$ cat src/mem_map_regs.svh
// Constants for the data and program memory address map
`ifndef MEM_MAP_REGS_SVH
`define MEM_MAP_REGS_SVH

// ==========================================
// Internal data space
`define UPPER_HALF_BASE   8'h80
`define BANK_AREA_TOP     8'h1F
`define BIT_AREA_BASE     8'h20
`define BIT_AREA_TOP      8'h2F
`define BANK_SIZE         8'h08

// ==========================================
// External data space
`define ONCHIP_SPLIT_TOP  16'h0FFF
`define ONCHIP_ADDR_MASK  16'h0FFF

// ==========================================
// Program space
`define PROG_RSVD_BASE    17'h0EE00
`define PROG_RSVD_TOP     17'h0FFFF
`define PROG_XSECT_BASE   17'h10000
`define PROG_XSECT_TOP    17'h1007F
`define SECTOR_MAIN_MASK  17'h1FE00
`define SECTOR_X_MASK     17'h1FF80

// ==========================================
// Reset values
`define PAGE_RESET        8'h00
`define BANK_RESET        2'h0

`endif

$ cat src/mem_map_pkg.sv
// Types for the memory address map
package mem_map_pkg;

   // Target of an internal data access
   typedef enum logic [1:0]
   {
      TGT_RAM_LOW  = 2'b00,
      TGT_RAM_HIGH = 2'b01,
      TGT_SFS      = 2'b10
   } int_target_t;

   // External data mapping mode
   typedef enum logic [1:0]
   {
      XMAP_ONCHIP  = 2'b00,
      XMAP_SPLIT   = 2'b01,
      XMAP_OFFCHIP = 2'b10
   } xmap_mode_t;

endpackage

$ cat src/mem_map.sv
// Data and program memory address decoder
`timescale 1ns/1ps
`include "mem_map_regs.svh"

module mem_map
(
   input  wire logic        ref_clk_in,
   input  wire logic        resetn_in,
   // Internal data request
   input  wire logic        int_req_in,
   input  wire logic        int_indirect_in,
   input  wire logic        int_bitmode_in,
   input  wire logic [7:0]  int_addr_in,
   input  wire logic        reg_req_in,
   input  wire logic [2:0]  reg_num_in,
   input  wire logic [1:0]  bank_sel_in,
   input  wire logic [7:0]  page_sel_in,
   // External data request
   input  wire logic        x_req_in,
   input  wire logic [15:0] x_addr_in,
   input  wire logic [1:0]  xmap_mode_in,
   input  wire logic        mux_mode_in,
   // Program request
   input  wire logic        prog_req_in,
   input  wire logic        prog_erase_in,
   input  wire logic [16:0] prog_addr_in,
   // Internal answers
   output logic             ram_sel_out,
   output logic [7:0]       ram_addr_out,
   output logic             sfs_sel_out,
   output logic [7:0]       sfs_page_out,
   output logic [7:0]       sfs_addr_out,
   output logic             bit_sel_out,
   output logic [2:0]       bit_pos_out,
   // External answers
   output logic             onchip_sel_out,
   output logic [11:0]      onchip_addr_out,
   output logic             port_cycle_out,
   output logic [15:0]      port_addr_out,
   output logic [7:0]       port_ad_low_out,
   output logic             port_ale_out,
   // Program answers
   output logic             prog_sel_out,
   output logic             prog_refused_out,
   output logic             prog_xsect_out,
   output logic [16:0]      prog_sector_out
);

   // ==========================================
   // Helpers
   function automatic logic in_range(input logic [16:0] a, input logic [16:0] lo,
                                     input logic [16:0] hi);
      in_range = (a >= lo) && (a <= hi);
   endfunction

   logic [7:0] bank_base;
   assign bank_base = {3'b000, bank_sel_in, 3'b000};

   // ==========================================
   // Internal data decode
   always_ff @(posedge ref_clk_in or negedge resetn_in)
   begin
      if (!resetn_in)
      begin
         ram_sel_out  <= 1'b0;
         ram_addr_out <= 8'h00;
         sfs_sel_out  <= 1'b0;
         sfs_page_out <= `PAGE_RESET;
         sfs_addr_out <= 8'h00;
         bit_sel_out  <= 1'b0;
         bit_pos_out  <= 3'h0;
      end
      else
      begin
         ram_sel_out  <= 1'b0;
         sfs_sel_out  <= 1'b0;
         bit_sel_out  <= 1'b0;
         if (reg_req_in)
         begin
            // Register operand from the selected bank
            ram_sel_out  <= 1'b1;
            ram_addr_out <= bank_base | {5'h00, reg_num_in};
         end
         else if (int_req_in && int_bitmode_in)
         begin
            // Bit address: low half maps into 0x20-0x2F, high half to the page
            bit_pos_out <= int_addr_in[2:0];
            if (!int_addr_in[7])
            begin
               ram_sel_out  <= 1'b1;
               bit_sel_out  <= 1'b1;
               ram_addr_out <= `BIT_AREA_BASE | {4'h0, int_addr_in[6:3]};
            end
            else
            begin
               sfs_sel_out  <= 1'b1;
               bit_sel_out  <= 1'b1;
               sfs_page_out <= page_sel_in;
               sfs_addr_out <= {int_addr_in[7:3], 3'b000};
            end
         end
         else if (int_req_in)
         begin
            if (int_addr_in < `UPPER_HALF_BASE || int_indirect_in)
            begin
               ram_sel_out  <= 1'b1;
               ram_addr_out <= int_addr_in;
            end
            else
            begin
               sfs_sel_out  <= 1'b1;
               sfs_page_out <= page_sel_in;
               sfs_addr_out <= int_addr_in;
            end
         end
      end
   end

   // ==========================================
   // External data decode
   logic x_off;
   always_comb
   begin
      case (mem_map_pkg::xmap_mode_t'(xmap_mode_in))
         mem_map_pkg::XMAP_ONCHIP:  x_off = 1'b0;
         mem_map_pkg::XMAP_OFFCHIP: x_off = 1'b1;
         mem_map_pkg::XMAP_SPLIT:   x_off = (x_addr_in > `ONCHIP_SPLIT_TOP);
         default:                   x_off = 1'b0;
      endcase
   end

   always_ff @(posedge ref_clk_in or negedge resetn_in)
   begin
      if (!resetn_in)
      begin
         onchip_sel_out  <= 1'b0;
         onchip_addr_out <= 12'h000;
         port_cycle_out  <= 1'b0;
         port_addr_out   <= 16'h0000;
         port_ad_low_out <= 8'h00;
         port_ale_out    <= 1'b0;
      end
      else
      begin
         onchip_sel_out <= x_req_in && !x_off;
         port_cycle_out <= x_req_in && x_off;
         port_ale_out   <= x_req_in && x_off && mux_mode_in;
         if (x_req_in)
         begin
            onchip_addr_out <= 12'(x_addr_in & `ONCHIP_ADDR_MASK);
            port_addr_out   <= x_addr_in;
            // Multiplexed: low address on the shared lines; else separate
            port_ad_low_out <= mux_mode_in ? x_addr_in[7:0] : 8'h00;
         end
      end
   end

   // ==========================================
   // Program decode
   logic p_rsvd;
   logic p_x;
   assign p_rsvd = in_range(prog_addr_in, `PROG_RSVD_BASE, `PROG_RSVD_TOP);
   assign p_x    = in_range(prog_addr_in, `PROG_XSECT_BASE, `PROG_XSECT_TOP);

   always_ff @(posedge ref_clk_in or negedge resetn_in)
   begin
      if (!resetn_in)
      begin
         prog_sel_out     <= 1'b0;
         prog_refused_out <= 1'b0;
         prog_xsect_out   <= 1'b0;
         prog_sector_out  <= 17'h00000;
      end
      else
      begin
         prog_sel_out     <= prog_req_in && !p_rsvd && (p_x || !prog_addr_in[16]);
         prog_refused_out <= prog_req_in && (p_rsvd || (prog_addr_in[16] && !p_x));
         prog_xsect_out   <= prog_req_in && p_x;
         if (prog_req_in && prog_erase_in)
            prog_sector_out <= p_x ? (prog_addr_in & `SECTOR_X_MASK)
                                   : (prog_addr_in & `SECTOR_MAIN_MASK);
      end
   end

   // ==========================================
   // Assertions
   sfs_direct_a: assert property (@(posedge ref_clk_in) disable iff (!resetn_in)
      int_req_in && !reg_req_in && !int_bitmode_in && !int_indirect_in && int_addr_in[7]
      |=> sfs_sel_out && !ram_sel_out)
      else $error("direct upper access not routed to special function space");
   ram_indirect_a: assert property (@(posedge ref_clk_in) disable iff (!resetn_in)
      int_req_in && !reg_req_in && !int_bitmode_in && int_indirect_in
      |=> ram_sel_out && ram_addr_out == $past(int_addr_in))
      else $error("indirect access not routed to RAM");
   page_follow_a: assert property (@(posedge ref_clk_in) disable iff (!resetn_in)
      sfs_sel_out |-> sfs_page_out == $past(page_sel_in))
      else $error("page not taken from active page");
   low_direct_a: assert property (@(posedge ref_clk_in) disable iff (!resetn_in)
      int_req_in && !reg_req_in && !int_bitmode_in && !int_addr_in[7] |=> !sfs_sel_out)
      else $error("low direct access reached special function space");
   bank_addr_a: assert property (@(posedge ref_clk_in) disable iff (!resetn_in)
      reg_req_in |=> ram_addr_out <= 8'h1F && ram_addr_out[4:3] == $past(bank_sel_in))
      else $error("register operand outside selected bank");
   bit_area_a: assert property (@(posedge ref_clk_in) disable iff (!resetn_in)
      bit_sel_out && ram_sel_out |-> ram_addr_out >= 8'h20 && ram_addr_out <= 8'h2F)
      else $error("bit access outside bit area");
   split_low_a: assert property (@(posedge ref_clk_in) disable iff (!resetn_in)
      x_req_in && xmap_mode_in == 2'b01 && x_addr_in < 16'h1000
      |=> onchip_sel_out && !port_cycle_out)
      else $error("split low address started a port cycle");
   onchip_wrap_a: assert property (@(posedge ref_clk_in) disable iff (!resetn_in)
      x_req_in && xmap_mode_in == 2'b00 |=> onchip_sel_out && onchip_addr_out == $past(x_addr_in[11:0]))
      else $error("on-chip alias wrong");
   offchip_a: assert property (@(posedge ref_clk_in) disable iff (!resetn_in)
      x_req_in && xmap_mode_in == 2'b10 |=> port_cycle_out && !onchip_sel_out)
      else $error("off-chip mode did not start port cycle");
   rsvd_a: assert property (@(posedge ref_clk_in) disable iff (!resetn_in)
      prog_req_in && prog_addr_in >= 17'h0EE00 && prog_addr_in <= 17'h0FFFF
      |=> prog_refused_out && !prog_sel_out)
      else $error("reserved program address accepted");

   split_c:  cover property (@(posedge ref_clk_in) x_req_in && xmap_mode_in == 2'b01 ##1 port_cycle_out);
   sfs_c:    cover property (@(posedge ref_clk_in) sfs_sel_out && sfs_page_out != 8'h00);
   xsect_c:  cover property (@(posedge ref_clk_in) prog_xsect_out);
   bit_c:    cover property (@(posedge ref_clk_in) bit_sel_out && ram_sel_out);

endmodule // mem_map

$ cat config.mk
export PLATFORM = sky130hd
export DESIGN_NAME = mem_map
export DESIGN_NICKNAME = d
export VERILOG_FILES = /design/src/mem_map_pkg.sv /design/src/mem_map.sv
export VERILOG_INCLUDE_DIRS = /design/src
export SDC_FILE = /design/constraint.sdc
export NUM_CORES = 1
export LEC_CHECK = 0
export BUFFER_PORTS_ARGS = -buffer_cell sky130_fd_sc_hd__buf_2
export CAP_MARGIN = 40
export CORE_UTILIZATION = 30
export DETAILED_ROUTE_END_ITERATION = 8
export PLACE_DENSITY = 0.6
export SLEW_MARGIN = 40
export SYNTH_ARGS = -nofsm -noshare
export SYNTH_HDL_FRONTEND = slang
export SYNTH_SLANG_ARGS = --single-unit
export TNS_END_PERCENT = 1
$ cat constraint.sdc
create_clock -name ref_clk_in -period 1 [get_ports ref_clk_in]
set_clock_uncertainty 0.05 [all_clocks]
set_input_delay 0.15 -clock ref_clk_in [delete_from_list [all_inputs] [get_ports ref_clk_in]]
set_output_delay 0.15 -clock ref_clk_in [all_outputs]
set_load 0.02 [all_outputs]
* Yosys cells after proc, flatten, opt, wreduce, memory -nomap -nowiden
Cells that the tools add are included.
** Storage, ports and cells
- Register bits after elaboration :: 89
- Bits of input ports :: 66
- Output and inout bits :: 89
- Word-level logic and storage cells :: 83
** Cells by class
- Magnitude comparators :: 6
- Equality and inequality tests :: 5
- Muxes and demuxes :: 28
- Bitwise logic cells :: 2
- Reduce and logical (&&, ||, !) cells :: 25
** Operator list (count)
- two-way mux 8 bit :: 14
- >= comparator 17 x 16 -> 1 bit, second input constant :: 1
- >= comparator 17 bit, second input constant :: 1
- less-or-equal comparator 17 x 16 -> 1 bit, second input constant :: 1
- less-or-equal comparator 17 bit, second input constant :: 1
- greater-than comparator 16 x 12 -> 1 bit, second input constant :: 1
- logical AND 1 bit :: 12
- two-way mux 1 bit :: 12
- two-way mux 9 bit :: 1
- < comparator 8 bit, second input constant :: 1
- nonzero test 3 bit :: 2
- OR 5 x 3 -> 5 bit :: 1
- zero test 1 bit :: 4
- != test 2 bit, second input constant :: 2
- AND reduction 4 bit :: 1
- logical OR 1 bit :: 3
- != test 3 bit, second input constant :: 1
- AND reduction 3 bit :: 1
- == test 2 x 1 -> 1 bit, second input constant :: 1
- == test 2 bit, second input constant :: 1
- one-hot mux 1 bit (2 select lines) :: 1
- AND reduction 2 bit :: 1
- nonzero test 2 bit :: 1
- inverter 1 bit :: 1

* Logic depth before layout (Yosys ltp)
Gate-level depths: netlist of run 1.
- Depth after elaboration :: 6
- Depth in mapped cells :: 5
- Gate-level depth less buffers :: 5

* Worst setup path after synthesis of run 1
Ideal clock, no wire load.
- Path type :: input -> register
- Start :: input x_req_in
- End :: register onchip_addr_out[1]
- Library setup time :: 0.125 ns
- Arrival time :: 0.981 ns
- Required time :: 0.825 ns
- Path slack :: -0.156 ns
- Stages :: 3
- Path buffers :: 2
- Cell sequence :: clkbuf_1 > buf_2 > mux2_2
** RTL lines
- from (decl) :: RTL line mem_map.sv:19 : input wire logic x_req_in,
- to (signal assigned) :: RTL line mem_map.sv:150 : onchip_addr_out <= 12'(x_addr_in & `ONCHIP_ADDR_MASK);
- to (decl) :: RTL line mem_map.sv:37 : output logic [11:0] onchip_addr_out,
No word-level cell between the ends.

* Worst setup path in the final report of run 1
- Start :: register onchip_addr_out[7]
- End :: output onchip_addr_out[7]
No word-level cell between the ends.

==> results.sh, run 1 <==
export IMPL_critPathLaunchType="register"
export IMPL_violations="negative setup slack"
export IMPL_netlist_area_mm2=0.00299
export IMPL_hpwl_mm=4.84
export IMPL_required_ps=800
export IMPL_r2r_cells=1
export IMPL_ys_ff_latch=70
export IMPL_synth_edf_count=0
export IMPL_hold_path_cell_count=2
export IMPL_drtPass1Iterations=4
export IMPL_worstMarginPinSlew_ps=503
export IMPL_synth_commonest_cells="dfrtp_1, mux2_2, buf_4"
export IMPL_antenna_found_initial=0
export IMPL_htreeDepth=3
export IMPL_core_area_mm2=0.00973
export IMPL_drv_slew=0
export IMPL_seq_area_frac_synth_pct=58.6
export IMPL_finalPower_mw=7.92
export IMPL_drive_gt1_share_pct=52.6
export IMPL_cts_sinks=70
export IMPL_antenna_cells=0
export IMPL_start_util_pct=30.7
export IMPL_cts_tree="built"
export IMPL_arrival_ps=920
export IMPL_place_port_buffers=140
export IMPL_postCtsSetupBuffers=0
export IMPL_synth_cell_type_count=35
export IMPL_num_vias=2448
export IMPL_cts_buffers=9
export IMPL_yosys_area_top_type="dfrtp_1"
export IMPL_root_buffer="clkbuf_8"
export IMPL_holdWs_ps=25.8
export IMPL_grt_setup_unrepaired="yes"
export IMPL_slew_limit_headroom_pct=66.1
export IMPL_yosys_most_used_dff="dfrtp_1"
export IMPL_r2r_setup_slack_ps=160
export IMPL_reg2reg_from="ram_addr_out[4]"
export IMPL_wl_per_cell_um=12.6
export IMPL_vias_per_cell=4.39
export IMPL_die_w_um=102
export IMPL_worstHoldPathType="primary input to register"
export IMPL_synthCells=236
export IMPL_path_clk_slew_ps=80
export IMPL_crit_chain="buf_2"
export IMPL_clock_path_buffers=2
export IMPL_dieArea_mm2=0.0104
export IMPL_async_flop_share_pct=100
export IMPL_grt_pass1_vias=2337
export IMPL_cp_top_family="flip-flops"
export IMPL_max_cap_violations=0
export IMPL_grt_pass1_wl_mm=11.0
export IMPL_area_growth_syn_to_layout_pct=50.1
export IMPL_hold_viol_final=0
export IMPL_crit_fanout=3
export IMPL_yosys_top_cells_area="dfrtp_1, mux2_2, buf_4"
export IMPL_critPathMaxStageDelay_ps=410
export IMPL_ios=155
export IMPL_setup_slack_ps=-124
export IMPL_critPathBufInv=1
export IMPL_postRouteAntennaNets=0
export IMPL_regToRegEndpoint="ram_addr_out[4]"
export IMPL_power_density_mw_per_mm2=1760
export IMPL_cp_end_kind="output port"
export IMPL_min_from="prog_addr_in[9]"
export IMPL_status="complete, but fails checks"
export IMPL_rows=36
export IMPL_yosys_warnings=0
export IMPL_drc_errors=0
export IMPL_drtIter0Drc=61
export IMPL_crit_type="register to output port"
export IMPL_fillCellCount=937
export IMPL_nets=487
export IMPL_setup_viol=82
export IMPL_clk_latency_ps=330
export IMPL_period_minus_slack_ps=1120
export IMPL_fmax_mhz=890
export IMPL_gp_congestion=0.778
export IMPL_die_h_um=102
export IMPL_drt_total_wl_mm=7.02
export IMPL_synth_top_area_share_pct=58.6
export IMPL_hold_end="prog_sector_out[9]"
export IMPL_leakagePower_nw=2.25
export IMPL_slowest_stage="dfrtp_1"
export IMPL_vdd_drop_max_v=0.000645
export IMPL_period_share_pct=112
export IMPL_syn_area_per_cell_um2=12.7
export IMPL_yosysMostFrequentCell="dfrtp_1"
export IMPL_gr_usage_all_layers_pct=14.0
export IMPL_grt_max_degree=71
export IMPL_grt_overflow=0
export IMPL_final_util_pct=46.1
per-stage QoR:
| stage | std cells | TNS, ps | setup WS [ps] | cell area, um2 |
|---|---|---|---|---|
| final | 557 | -6260 | -124 | 4490 |
| after global routing | 557 | -10380 | -172 | 4490 |
| after CTS | 557 | -8700 | -158 | 4470 |
| after detailed placement | 510 | -7660 | -275 | 3900 |
| after global placement | 510 | -6890 | -248 | 3900 |
| after floorplan | 242 | -1200 | -114 | 3020 |
layer usage:
metal | routed length, um | vias up | GRT usage, %
met3 | 392 | 6 | 3.28
met5 | 0 | - | 0
met4 | 66 | 0 | 7.91
li1 | - | 1163 | -
met1 | 3080 | 1187 | 16.9
met2 | 3480 | 92 | 22.9
cells by family (layout without fill, tap and decap cells):
group,Yosys count,in the layout,share of synthesized area [%]
AOI/OAI and AO/OA,31,31,7.45
adders and majority gates,2,2,0.836
buffers and inverters,45,227,8.41
DFF,70,70,58.6
muxes,42,42,15.8
other,1,7,0.125
and+or+nand+nor,45,45,8.83
repair_timing:
item,4_1_cts,5_1_grt
hold endpoints to repair,106,0
resized for setup,8,7
hold buffers,31,0
setup endpoints to repair,82,83
layout make-up:
| class | count | area, um2 | area share, % |
|---|---|---|---|
| clock buffer | 11 | 131 | 2.93 |
| clock inverter | 5 | 106 | 2.37 |
| inverter | 16 | 60.1 | 1.34 |
| multi-input combinational | 127 | 1010 | 22.5 |
| sequential | 70 | 1750 | 39.0 |
| tap | 133 | 166 | 3.71 |
| timing repair buffer | 195 | 1260 | 28.1 |
layout by cell type (no fill, tap or decap), drive strengths merged:
master         n
nor2           2
o41ai          1
nor3b          1
o21ai          9
buf          164
clkbuf        11
and3           7
a21boi         5
nor2b          2
a31oi          1
a32o           2
a21oi          2
nand2         10
nor4bb         1
and2b          2
a311o          1
nand2b         2
a211oi         1
and2           4
dfrtp         70
nand3         11
ha             2
bufinv         3
mux2          42
inv           17
conb           7
nor4           1
clkinvlp       1
dlygate4sd3   31
nor4b          2
o221ai         8
o21bai         1
sequential cells by signal, indices dropped and copies added (netlist names), 3 cells and up:
name             count
sfs_addr_out         8
ram_addr_out         8
port_ad_low_out      8
sfs_page_out         8
onchip_addr_out     11
prog_sector_out     10
bit_pos_out          3
port_addr_out        5
worst max path at each step:
| stage | startpoint | endpoint | slack [ps] | cells past startpoint |
|---|---|---|---|---|
| floorplan | reg_req_in | sfs_page_out[0] | -110 | 4 |
| global placement | int_bitmode_in | sfs_page_out[5] | -250 | 4 |
| detailed placement | int_bitmode_in | sfs_page_out[4] | -280 | 4 |
| CTS | onchip_addr_out[7] | onchip_addr_out[7] | -160 | 1 |
| global route | onchip_addr_out[7] | port_addr_out[7] | -170 | 1 |
| finish | onchip_addr_out[7] | onchip_addr_out[7] | -120 | 1 |
power by group:
part	internal, mW	total, mW	switching (mW)
Sequential	3.17	3.34	0.177
Clock	1.67	2.73	1.06
Combinational	0.827	1.85	1.02
Total	5.66	7.92	2.25
Power figures use the tool's default switching activity.
==> run 2, diff against run 1 <==
- CORE_ASPECT_RATIO: not set -> 0.5
==> results.sh, run 2 (same netlist as run 1, synthesis figures left out) <==
export IMPL_status="complete, but fails checks"
export IMPL_sequential_cell_area_mm2=0.00175
export IMPL_power_density_mw_per_mm2=1850
export IMPL_start_util_pct=31.3
export IMPL_crit_type="register to output port"
export IMPL_cts_tree="built"
export IMPL_grt_setup_unrepaired="yes"
export IMPL_vias_per_cell=4.37
export IMPL_drt_total_wl_mm=7.20
export IMPL_critPathLaunchType="register"
export IMPL_cp_top_family="flip-flops"
export IMPL_vdd_drop_max_v=0.000979
export IMPL_finalPower_mw=8.42
export IMPL_htreeDepth=3
export IMPL_place_port_buffers=140
export IMPL_r2r_cells=2
export IMPL_die_h_um=72.6
export IMPL_fillCellCount=903
export IMPL_num_vias=2416
export IMPL_drtPass1Iterations=5
export IMPL_drive_gt1_share_pct=56.2
export IMPL_root_buffer="clkbuf_16"
export IMPL_ios=155
export IMPL_die_w_um=143
export IMPL_holdWs_ps=15.7
export IMPL_regToRegEndpoint="onchip_addr_out[3]"
export IMPL_grt_overflow=0
export IMPL_cts_buffers=9
export IMPL_critPathMaxStageDelay_ps=390
export IMPL_arrival_ps=880
export IMPL_setup_viol=82
export IMPL_cp_end_kind="output port"
export IMPL_crit_chain="buf_4"
export IMPL_antenna_found_initial=0
export IMPL_min_from="x_addr_in[11]"
export IMPL_post_route_cell_area_mm2=0.00454
export IMPL_layout_common_cells="buf_2, dfrtp_1, mux2_2"
export IMPL_period_share_pct=108
export IMPL_required_ps=800
export IMPL_leakagePower_nw=2.29
export IMPL_fin_setup_tns_ps=-4320
export IMPL_fmax_mhz=928
export IMPL_multi_input_area_mm2=0.00101
export IMPL_nets=481
export IMPL_period_minus_slack_ps=1080
export IMPL_dieArea_mm2=0.0104
export IMPL_hold_viol_final=0
export IMPL_hold_end="port_addr_out[11]"
export IMPL_cts_sinks=70
export IMPL_core_area_mm2=0.00957
export IMPL_max_cap_violations=0
export IMPL_grt_max_degree=27
export IMPL_r2r_setup_slack_ps=50
export IMPL_grt_pass1_vias=2255
export IMPL_slowest_stage="dfrtp_1"
export IMPL_reg2reg_from="onchip_addr_out[3]"
export IMPL_violations="negative setup slack"
export IMPL_drc_errors=0
export IMPL_postRouteAntennaNets=0
export IMPL_antenna_cells=0
export IMPL_gp_congestion=0.758
export IMPL_drtIter0Drc=66
export IMPL_reg_top3="onchip_addr_out: 11 flops, prog_sector_out: 10 flops"
export IMPL_grt_pass1_wl_mm=11.2
export IMPL_drv_slew=0
export IMPL_hold_path_cell_count=2
export IMPL_wl_per_cell_um=13.0
export IMPL_regMostFlops="onchip_addr_out"
export IMPL_area_growth_syn_to_layout_pct=51.9
export IMPL_clock_path_buffers=2
export IMPL_path_clk_slew_ps=60
export IMPL_dpl_cell_area_mm2=0.00401
export IMPL_critPathBufInv=1
export IMPL_layout_commonest_cell="buf_2"
export IMPL_largest_reg_flops=11
export IMPL_hpwl_mm=5.39
export IMPL_rows=25
export IMPL_setup_slack_ps=-77.1
export IMPL_worstHoldPathType="primary input to register"
export IMPL_crit_fanout=3
export IMPL_gr_usage_all_layers_pct=14.2
export IMPL_clk_latency_ps=320
[run 2: cell count changes in the layout (fill, tap and decap cells not counted)]
| cell | previous run | this run |
|---|---|---|
| clkbuf_8 | 9 | 2 |
| buf_4 | 23 | 35 |
| clkinv_2 | 0 | 1 |
| buf_2 | 132 | 124 |
| bufinv_16 | 3 | 1 |
| a21boi_1 | 1 | 0 |
| a21boi_0 | 4 | 5 |
| clkbuf_16 | 0 | 9 |
| buf_12 | 2 | 5 |
| buf_6 | 7 | 12 |
| dlygate4sd3_1 | 31 | 13 |
| inv_6 | 1 | 0 |
[run 2: worst max-delay path by stage]
stage | startpoint | endpoint | slack [ps] | depth (start not counted)
6_report | onchip_addr_out[3] | port_addr_out[3] | -80 | 1
5_1_grt | onchip_addr_out[1] | onchip_addr_out[1] | -120 | 1
4_1_cts | onchip_addr_out[1] | port_addr_out[1] | -90 | 1
3_5_place_dp | reg_req_in | sfs_addr_out[2] | -260 | 4
3_3_place_gp | reg_req_in | sfs_page_out[7] | -250 | 4
2_1_floorplan | reg_req_in | sfs_page_out[0] | -110 | 4
[run 2: through the flow]
| stage | util [%] | worst slack [ps] | cells |
|---|---|---|---|
| 2_1_floorplan | - | -114 | 242 |
| 3_3_place_gp | 41.9 | -245 | 522 |
| 3_5_place_dp | 41.9 | -263 | 522 |
| 4_1_cts | 46.8 | -92.2 | 552 |
| 5_1_grt | 47.5 | -116 | 553 |
| 6_report | 47.5 | -77.1 | 553 |
[run 2: what timing repair did]
action | 4_1_cts | 5_1_grt
endpoints found under the setup margin | 82 | 82
hold endpoints to repair | 70 | 1
buffers inserted | 2 | 0
hold buffers | 12 | 1
gates resized for setup | 12 | 16
[run 2: layer usage]
| metal | vias to the layer above | share of wire [%] | global-route usage, % |
|---|---|---|---|
| met5 | - | 0 | 0 |
| met4 | 0 | 0.96 | 3.90 |
| met3 | 7 | 4.2 | 4.13 |
| met2 | 60 | 51 | 24.1 |
| met1 | 1194 | 44 | 18.0 |
| li1 | 1155 | - | - |
[run 2: final cells by class]
cell class | count | area share (%)
flip-flops and latches | 70 | 38.6
repair buffers | 189 | 27.5
multi-input cells | 127 | 22.3
clock buffers | 13 | 5.73
well taps | 135 | 3.72
inverters | 16 | 1.32
clock inverters | 3 | 0.936
[run 2: where the power goes]
part / switching (mW) / leakage, nW / internal (mW)
Combinational: 1.03 / 1.29 / 0.861
Sequential: 0.183 / 0.856 / 3.17
Clock: 1.11 / 0.146 / 2.06
